$ cat src/core/dgc_pkg.sv
// package of constants for the dma global control register block
package dgc_pkg;
	// word offsets of the control group; byte address is four times the index
	localparam logic [11:0] global_control_idx = 12'h000;
	localparam logic [11:0] emulation_debug_idx = 12'h001;
	localparam logic [11:0] module_identification_idx = 12'h002;
	localparam logic [11:0] priority_control_idx = 12'h004;
	localparam logic [11:0] priority_status_idx = 12'h006;
	localparam logic [13:0] global_control_addr = {global_control_idx, 2'b00};
	localparam logic [13:0] emulation_debug_addr = {emulation_debug_idx, 2'b00};
	localparam logic [13:0] module_identification_addr = {module_identification_idx, 2'b00};
	localparam logic [13:0] priority_control_addr = {priority_control_idx, 2'b00};
	localparam logic [13:0] priority_status_addr = {priority_status_idx, 2'b00};
	// field positions
	localparam int global_abort_reset_bit = 0;
	localparam int arbiter_restart_bit = 1;
	localparam int run_free_bit = 15;
	localparam int precedence_bit = 0;
	localparam int type_lsb = 8;
	localparam int revision_lsb = 0;
	// reset values
	localparam logic run_free_reset = 1'b0;
	localparam logic precedence_reset = 1'b0;
	// axi responses
	localparam logic [1:0] resp_okay = 2'h0;
	localparam logic [1:0] resp_slverr = 2'h2;
	// channel count and abort pulse delay in cycles
	localparam int channel_count = 6;
	localparam int abort_delay_cycles = 1;
endpackage : dgc_pkg

$ cat src/core/dgc_global_control.sv
// global control, debug and identification registers of the dma block
`timescale 1ns/100ps
`default_nettype none

module dgc_global_control #(
	parameter logic [7:0] module_type = 8'h5A, // arbitrary value
	parameter logic [7:0] silicon_revision = 8'hA5 // arbitrary value
) (
	input wire logic core_clk,
	input wire logic nrst,
	input wire logic clk_en,
	// axi4-lite slave
	input wire logic [13:0] s_axi_awaddr,
	input wire logic s_axi_awvalid,
	output logic s_axi_awready,
	input wire logic [31:0] s_axi_wdata,
	input wire logic [3:0] s_axi_wstrb,
	input wire logic s_axi_wvalid,
	output logic s_axi_wready,
	output logic [1:0] s_axi_bresp,
	output logic s_axi_bvalid,
	input wire logic s_axi_bready,
	input wire logic [13:0] s_axi_araddr,
	input wire logic s_axi_arvalid,
	output logic s_axi_arready,
	output logic [31:0] s_axi_rdata,
	output logic [1:0] s_axi_rresp,
	output logic s_axi_rvalid,
	input wire logic s_axi_rready,
	// channel engine side
	input wire logic burst_active,
	input wire logic interrupted_burst_pending,
	input wire logic access_in_progress,
	input wire logic [2:0] active_channel,
	input wire logic [2:0] shadow_channel,
	input wire logic emulation_halt,
	output logic arbiter_restart,
	output logic global_abort_reset,
	output logic dma_reset_n,
	output logic channel_freeze,
	output logic first_channel_precedence,
	output logic restart_pending
);

	typedef enum logic [2:0] {
		dgc_idle_type = 3'b001,
		dgc_wait_type = 3'b010,
		dgc_fire_type = 3'b100
	} dgc_restart_state_type;

	logic rst_meta, rst_sync;
	// two-stage release of the async reset
	always_ff @(posedge core_clk or negedge nrst) begin
		if (!nrst) begin
			rst_meta <= 1'b0;
			rst_sync <= 1'b0;
		end else begin
			rst_meta <= 1'b1;
			rst_sync <= rst_meta;
		end
	end

	function automatic logic wr_bit(input logic [31:0] d, input logic [3:0] s, input int pos);
		wr_bit = d[pos] & s[pos / 8];
	endfunction

	// axi state
	logic aw_held, w_held, next_aw_held, next_w_held;
	logic [13:0] aw_addr, next_aw_addr;
	logic [31:0] w_data, next_w_data;
	logic [3:0] w_strb, next_w_strb;
	logic bvalid, next_bvalid, rvalid, next_rvalid;
	logic [1:0] bresp, next_bresp, rresp, next_rresp;
	logic [31:0] rdata, next_rdata;
	// control state
	logic run_free, next_run_free, precedence, next_precedence;
	logic abort_armed, next_abort_armed, abort_pulse, next_abort_pulse;
	logic restart_pulse, next_restart_pulse;
	logic freeze, next_freeze;
	dgc_restart_state_type rst_state, next_rst_state;
	logic do_write, wr_ok;

	assign s_axi_awready = !aw_held && !bvalid;
	assign s_axi_wready = !w_held && !bvalid;
	assign s_axi_arready = !rvalid;
	assign s_axi_bvalid = bvalid;
	assign s_axi_bresp = bresp;
	assign s_axi_rvalid = rvalid;
	assign s_axi_rdata = rdata;
	assign s_axi_rresp = rresp;
	assign arbiter_restart = restart_pulse;
	assign global_abort_reset = abort_pulse;
	// the dma side drops at once, even mid-access stalled on the external port
	assign dma_reset_n = rst_sync && !abort_pulse;
	assign channel_freeze = freeze;
	assign first_channel_precedence = precedence;
	assign restart_pending = (rst_state != dgc_idle_type);

	// write path: address and data taken in either order
	always_comb begin
		next_aw_held = aw_held;
		next_aw_addr = aw_addr;
		next_w_held = w_held;
		next_w_data = w_data;
		next_w_strb = w_strb;
		next_bvalid = bvalid;
		next_bresp = bresp;
		if (s_axi_awvalid && s_axi_awready) begin
			next_aw_held = 1'b1;
			next_aw_addr = s_axi_awaddr;
		end
		if (s_axi_wvalid && s_axi_wready) begin
			next_w_held = 1'b1;
			next_w_data = s_axi_wdata;
			next_w_strb = s_axi_wstrb;
		end
		do_write = aw_held && w_held;
		wr_ok = (aw_addr == dgc_pkg::global_control_addr) || (aw_addr == dgc_pkg::emulation_debug_addr)
			|| (aw_addr == dgc_pkg::priority_control_addr) || (aw_addr == dgc_pkg::module_identification_addr)
			|| (aw_addr == dgc_pkg::priority_status_addr);
		if (do_write) begin
			next_aw_held = 1'b0;
			next_w_held = 1'b0;
			next_bvalid = 1'b1;
			next_bresp = wr_ok ? dgc_pkg::resp_okay : dgc_pkg::resp_slverr;
		end else if (bvalid && s_axi_bready) begin
			next_bvalid = 1'b0;
		end
	end

	// control registers and command pulses
	always_comb begin
		next_run_free = run_free;
		next_precedence = precedence;
		next_abort_armed = 1'b0;
		// pulse lands two cycles after the write, one after the bus response, giving the bus its response first
		next_abort_pulse = abort_armed;
		next_restart_pulse = 1'b0;
		next_rst_state = rst_state;
		if (do_write && aw_addr == dgc_pkg::global_control_addr) begin
			// zero writes do nothing; nothing is stored so reads return zero
			if (wr_bit(w_data, w_strb, dgc_pkg::global_abort_reset_bit)) begin
				next_abort_armed = 1'b1;
			end
			if (wr_bit(w_data, w_strb, dgc_pkg::arbiter_restart_bit)) begin
				next_rst_state = dgc_wait_type;
			end
		end
		if (do_write && aw_addr == dgc_pkg::emulation_debug_addr && w_strb[1]) begin
			next_run_free = w_data[dgc_pkg::run_free_bit];
		end
		if (do_write && aw_addr == dgc_pkg::priority_control_addr && w_strb[0]) begin
			next_precedence = w_data[dgc_pkg::precedence_bit];
		end
		// restart waits for the running burst and any burst channel one cut into
		case (rst_state)
			dgc_idle_type: begin
			end
			dgc_wait_type: begin
				if (!burst_active && !interrupted_burst_pending) begin
					next_rst_state = dgc_fire_type;
				end
			end
			dgc_fire_type: begin
				// engine restarts at first enabled channel, channel two first when channel one leads
				next_restart_pulse = 1'b1;
				// a restart written in this very cycle wins over the return to idle
				if (next_rst_state != dgc_wait_type) begin
					next_rst_state = dgc_idle_type;
				end
			end
			default: next_rst_state = dgc_idle_type;
		endcase
		// abort clears restart and debug state too
		if (abort_pulse) begin
			next_run_free = dgc_pkg::run_free_reset;
			next_precedence = dgc_pkg::precedence_reset;
			next_rst_state = dgc_idle_type;
			next_restart_pulse = 1'b0;
		end
	end

	// freeze after the current access unless running free
	always_comb begin
		next_freeze = 1'b0;
		if (emulation_halt && !run_free) begin
			next_freeze = freeze || !access_in_progress;
		end
		if (abort_pulse) begin
			next_freeze = 1'b0;
		end
	end

	// read path
	always_comb begin
		next_rvalid = rvalid;
		next_rdata = rdata;
		next_rresp = rresp;
		if (s_axi_arvalid && s_axi_arready) begin
			next_rvalid = 1'b1;
			next_rresp = dgc_pkg::resp_okay;
			next_rdata = 32'h0000_0000;
			case (s_axi_araddr)
				dgc_pkg::global_control_addr: next_rdata = 32'h0000_0000;
				dgc_pkg::emulation_debug_addr: next_rdata[dgc_pkg::run_free_bit] = run_free;
				dgc_pkg::module_identification_addr: begin
					next_rdata[dgc_pkg::type_lsb +: 8] = module_type;
					next_rdata[dgc_pkg::revision_lsb +: 8] = silicon_revision;
				end
				dgc_pkg::priority_control_addr: next_rdata[dgc_pkg::precedence_bit] = precedence;
				dgc_pkg::priority_status_addr: next_rdata[6:0] = {shadow_channel, 1'b0, active_channel};
				default: next_rresp = dgc_pkg::resp_slverr;
			endcase
		end else if (rvalid && s_axi_rready) begin
			next_rvalid = 1'b0;
		end
	end

	// register stage
	always_ff @(posedge core_clk or negedge rst_sync) begin
		if (!rst_sync) begin
			aw_held <= 1'b0;
			aw_addr <= 14'h0000;
			w_held <= 1'b0;
			w_data <= 32'h0000_0000;
			w_strb <= 4'h0;
			bvalid <= 1'b0;
			bresp <= 2'h0;
			rvalid <= 1'b0;
			rdata <= 32'h0000_0000;
			rresp <= 2'h0;
			run_free <= dgc_pkg::run_free_reset;
			precedence <= dgc_pkg::precedence_reset;
			abort_armed <= 1'b0;
			abort_pulse <= 1'b0;
			restart_pulse <= 1'b0;
			freeze <= 1'b0;
			rst_state <= dgc_idle_type;
		end else if (clk_en) begin
			aw_held <= next_aw_held;
			aw_addr <= next_aw_addr;
			w_held <= next_w_held;
			w_data <= next_w_data;
			w_strb <= next_w_strb;
			bvalid <= next_bvalid;
			bresp <= next_bresp;
			rvalid <= next_rvalid;
			rdata <= next_rdata;
			rresp <= next_rresp;
			run_free <= next_run_free;
			precedence <= next_precedence;
			abort_armed <= next_abort_armed;
			abort_pulse <= next_abort_pulse;
			restart_pulse <= next_restart_pulse;
			freeze <= next_freeze;
			rst_state <= next_rst_state;
		end
	end
endmodule // dgc_global_control
`default_nettype wire

$ cat config.mk
export PLATFORM = sky130hd
export DESIGN_NAME = dgc_global_control
export DESIGN_NICKNAME = d
export VERILOG_FILES = /design/src/core/dgc_pkg.sv /design/src/core/dgc_global_control.sv
export SDC_FILE = /design/constraint.sdc
export NUM_CORES = 1
export LEC_CHECK = 0
export BUFFER_PORTS_ARGS = -buffer_cell sky130_fd_sc_hd__buf_2
export CAP_MARGIN = 25
export CELL_PAD_IN_SITES_DETAIL_PLACEMENT = 1
export CELL_PAD_IN_SITES_GLOBAL_PLACEMENT = 2
export CORE_ASPECT_RATIO = 0.7
export CORE_UTILIZATION = 26
export DETAILED_ROUTE_END_ITERATION = 10
export GPL_ROUTABILITY_DRIVEN = 0
export PLACE_DENSITY_LB_ADDON = 0.1
export RECOVER_POWER = 100
export SYNTH_ARGS = -nofsm -noshare
export SYNTH_HDL_FRONTEND = slang
export SYNTH_SLANG_ARGS = --single-unit
$ cat constraint.sdc
create_clock -name core_clk -period 4.4 [get_ports core_clk]
set_input_delay 1.1 -clock core_clk [delete_from_list [all_inputs] [get_ports core_clk]]
set_output_delay 1.1 -clock core_clk [all_outputs]
set_load 0.05 [all_outputs]
; ---- Yosys cells after proc, flatten, opt, wreduce, memory -nomap -nowiden
; Cells that the tools add are included.
[classes]
eq_ne = 13
mux = 30
bitwise = 2
n_reduce_logical = 49
[ops]
columns = cell, n
row1 = 14-bit by 5-bit == test with 1-bit output (second input constant), 4
row2 = 14-bit by 3-bit == test with 1-bit output (second input constant), 2
row3 = 14-bit by 4-bit == test with 1-bit output (second input constant), 2
row4 = 14-bit zero test, 2
row5 = 2-bit AND reduction, 10
row6 = 1-bit two-way mux, 19
row7 = 1-bit logical AND, 16
row8 = 3-bit two-way mux, 5
row9 = 6-bit case mux with 2 select lines, 1
row10 = 2-bit nonzero test, 6
row11 = 1-bit zero test, 9
row12 = 3-bit case mux with 3 select lines, 1
row13 = 8-bit two-way mux, 1
row14 = 1-bit logical OR, 5
row15 = 5-bit OR reduction, 1
row16 = 2-bit two-way mux, 2
row17 = 3-bit by 1-bit == test with 1-bit output (second input constant), 1
row18 = 3-bit by 2-bit == test with 1-bit output (second input constant), 1
row19 = 3-bit == test (second input constant), 1
row20 = 3-bit by 1-bit != test with 1-bit output (second input constant), 1
row21 = 3-bit by 2-bit != test with 1-bit output (second input constant), 1
row22 = 1-bit case mux with 3 select lines, 1
row23 = 1-bit AND, 2
[totals]
ff_bits = 67
in_bits = 82
wordCells = 113

; ---- Logic depth before layout (Yosys ltp)
[logic_depth]
depth_word = 7
depth_mapped = 5

; ---- Worst setup path after synthesis
; OpenSTA, ideal clock, no wires.
[synth_timing]
path_type = register to output
start = reg rst_sync
end = out dma_reset_n
arrival_time_ns = 2.034
required_time_ns = 3.300
setup_slack_ns = 1.266
path_stages_with_launch = 2
path_buffers = 0
path_cell_list = dfrtp_1 > nor2b_1
[synth_via]
elab_chain_len = 1
[synth_lines]
columns = element, line
row1 = start: declaration, dgc_global_control.sv:51  ; logic rst_meta, rst_sync;
row2 = start signal: assignment, dgc_global_control.sv:59  ; rst_sync <= rst_meta;
row3 = 1-bit logical AND, dgc_global_control.sv:94  ; assign dma_reset_n = rst_sync && !abort_pulse;
row4 = end: declaration, dgc_global_control.sv:39  ; output logic dma_reset_n,
; Every way passes these cells.

; ---- Worst setup path in the final report
[layout_timing]
start = in clk_en
end = reg aw_addr[11]
[layout_via]
elab_chain_len = 1
[layout_lines]
columns = element, line
row1 = start: declaration, dgc_global_control.sv:11  ; input wire logic clk_en,
row2 = 2-bit AND reduction (no line), -
row3 = end signal: assignment, dgc_global_control.sv:241  ; aw_addr <= next_aw_addr;
row4 = end: declaration, dgc_global_control.sv:69  ; logic [13:0] aw_addr, next_aw_addr;
; Every way passes these cells.
; A chain may end at the register's enable or synchronous reset.

==> impl_results.md <==
* Status: finished, violations left
* Failing checks: capacitance limit, slew limit
* GRT overflow at 0
* Primary FF master, synth: dfrtp_1
* Port Buffers at 75
* Final setup fails at 0
* Max Cap Violations at 1
* Async S/R FF share, synth at 100%
* CTS tree: done
* Nets at 354
* YS warnings at 0
* Final Cycle Share at 73.8%
* Clk pin slew, worst setup/hold paths at 0.06 ns
* CTS Hold Bufs at 0
* Setup crit start: clk_en
* Die H at 78.1 microns
* Hold slack at 0.362 ns
* Pre-CTS WS at 1.36 ns
* Core footprint at 7940 sq um
* Worst-Margin Slew at 2.32 ns
* Via count at 1638
* LEAKAGE at 1.21 nW
* Final HPWL DP at 3750 microns
* Fin Setup TNS at 0 ns
* CTS Buf Count at 5
* Synthesized area at 2150 sq um
* FF-to-FF End: s_axi_bvalid
* Peak supply drop at 0.171 mV
* Chip Width at 111 microns
* DR pass1 iterations at 4
* Initial antenna violation count at 0
* CTS sink cnt at 44
* Dpl cell area at 2520 sq um
* Bufs and invs on worst path at 2
* Post-Syn Area per Cell at 10.8 sq um
* Rel. slew slack at -54.4%
* Post-synth EDFFs at 0
* Worst-path fanout max at 18
* Critical path cell sequence: clkbuf_1 > inv_1 > nor4b_4 > mux2_2
* Pwr Density at 517 nW/um^2
* DRT iter0 DRCs at 37
* Final wirelength at 5010 microns
* Worst Path Arrival at 3.41 ns
* Most common cell after layout, fill and taps aside: buf_2
* Worst EP required at 4.56 ns
* Via/cell ratio at 4.38
* Core Rows at 27
* Post-Synthesis Cells at 199
* Final Util at 33.1%
* Worst r2r path cells at 1
* Final ANT Viol Nets at 0
* Commonest non-fill, non-tap cells in the layout: 48 x buf_2, 42 x dfrtp_1, 30 x clkbuf_1
* WS Path Type: in2reg
* Clock root buffer master: clkbuf_16
* Share of cells above drive strength 1 at 29.7%
* Largest net degree at the start of global routing at 43
* Sequential element share of the synthesized area at 51.3%
* Reg2Reg Setup Slack at 2.01 ns
* Top Ports at 129
* Critical-path top delay cell: nor4b_4
* Post-CTS sizing at 0
* R2r startpoint: rst_sync
* Post-CTS setup buffers at 0
* Crit start category: primary input
* Critical path depth at 4
* Global-route wire length before repair at 8180 microns
* Final Cell Area at 2630 sq um
* Longest Clk Path Bufs at 2
* Final Max Tran Viols at 43
* Crit path capture: aw_addr[11]
* Vias in the first global route at 1557
* Clock Skew at 0.00316 ns
* RSZ-0062 raised after global routing: no
* Synthesized flop and latch total at 44
* Detailed-route wire length per cell at 13.4 microns
* CP top delay family: buffers and inverters
* Clk_lat worst skew at 0.28 ns
* Synth unique cells at 37
* Die Area at 8650 sq um
* H-tree depth at 2
* Worst path max stage delay at 0.91 ns
* Fmax at 308 MHz
* Layout area overhead at 22.3%
* HP Class: reg2reg
* GR Util All Layers at 12.1%
* Crit path time final at 3.25 ns
* Critical Path End Type: flop
* Final setup margin at 1.15 ns
* ANT cells at 0
* Final Hold Viols at 0
* # DRC at 0
* Starting Density at 27.1%
-- registers in the layout, indices dropped and copies added, names as in the netlist, 2 cells and up --
name,count
w_strb,2
s_axi_rdata,8
rst_state,3
w_data,3
aw_addr,14
-- power breakdown --
group	leakage [nW]	internal, mW	total [mW]	switching, mW
Sequential	0.537	0.513	0.612	0.0992
Clock	0.0712	0.227	0.371	0.145
Combinational	0.598	0.147	0.377	0.230
Total	1.21	0.887	1.36	0.474
-- synthesized netlist by cell type, types with 2 or more instances --
master    count  area share, %
a21o_1        4            1.4
a21oi_1       3           0.70
a221o_1       2           0.93
and3_1        3           0.87
buf_4        27            9.4
clkbuf_1      2           0.35
conb_1        2           0.35
dfrtp_1      43             50
inv_1         5           0.87
mux2_2       20             10
nand2_1      24            4.2
nand3_1       2           0.47
nand4_1       3           0.87
nand4b_1      3            1.2
nor2_1       10            1.7
nor2b_1       5            1.5
nor3_1        7            1.6
nor4_1        6            1.7
o21ai_0      10            2.3
-- cell families after synthesis --
logic type,synth area share (%)
xor gates and xnor gates,0.407
other,0.349
buffers and inverters,11.2
DFF,51.3
muxes,10.5
AOI/OAI and AO/OA,8.26
and+or+nand+nor,18.0
-- final cells by class --
| class | instances | area (sq um) |
|---|---|---|
| Sequential cell | 44 | 1100 |
| Tap cell | 101 | 126 |
| Fill cell | 940 | 5310 |
| Inverter | 6 | 22.5 |
| Clock buffer | 8 | 146 |
| Timing Repair Buffer | 76 | 345 |
| Multi-Input combinational cell | 139 | 886 |
-- through the flow --
stage / instances / power, mW
global placement: 366 / 1.00
CTS: 374 / 1.39
detailed placement: 366 / 1.01
finish: 374 / 1.36
global route: 374 / 1.45
floorplan: 220 / 0.926
-- metal layers --
metal  up-vias  track usage [%]  part of all wire [%]
li1        799                -                     -
met1       775             17.8                    52
met2        59             16.8                    40
met3         5             3.47                   6.5
met4         0             3.60                   1.1
met5         -                0                     0
-- worst min-delay path by stage --
stage                        start       end  slack, ns  cells past startpoint
after floorplan           rst_meta  rst_sync       0.33                      0
after global placement    rst_meta  rst_sync       0.34                      0
after detailed placement  rst_meta  rst_sync       0.35                      0
after CTS                 rst_meta  rst_sync       0.37                      0
after global routing      rst_meta  rst_sync       0.38                      0
final                     rst_meta  rst_sync       0.36                      0
Note: power is estimated with default switching activity, not from simulation.
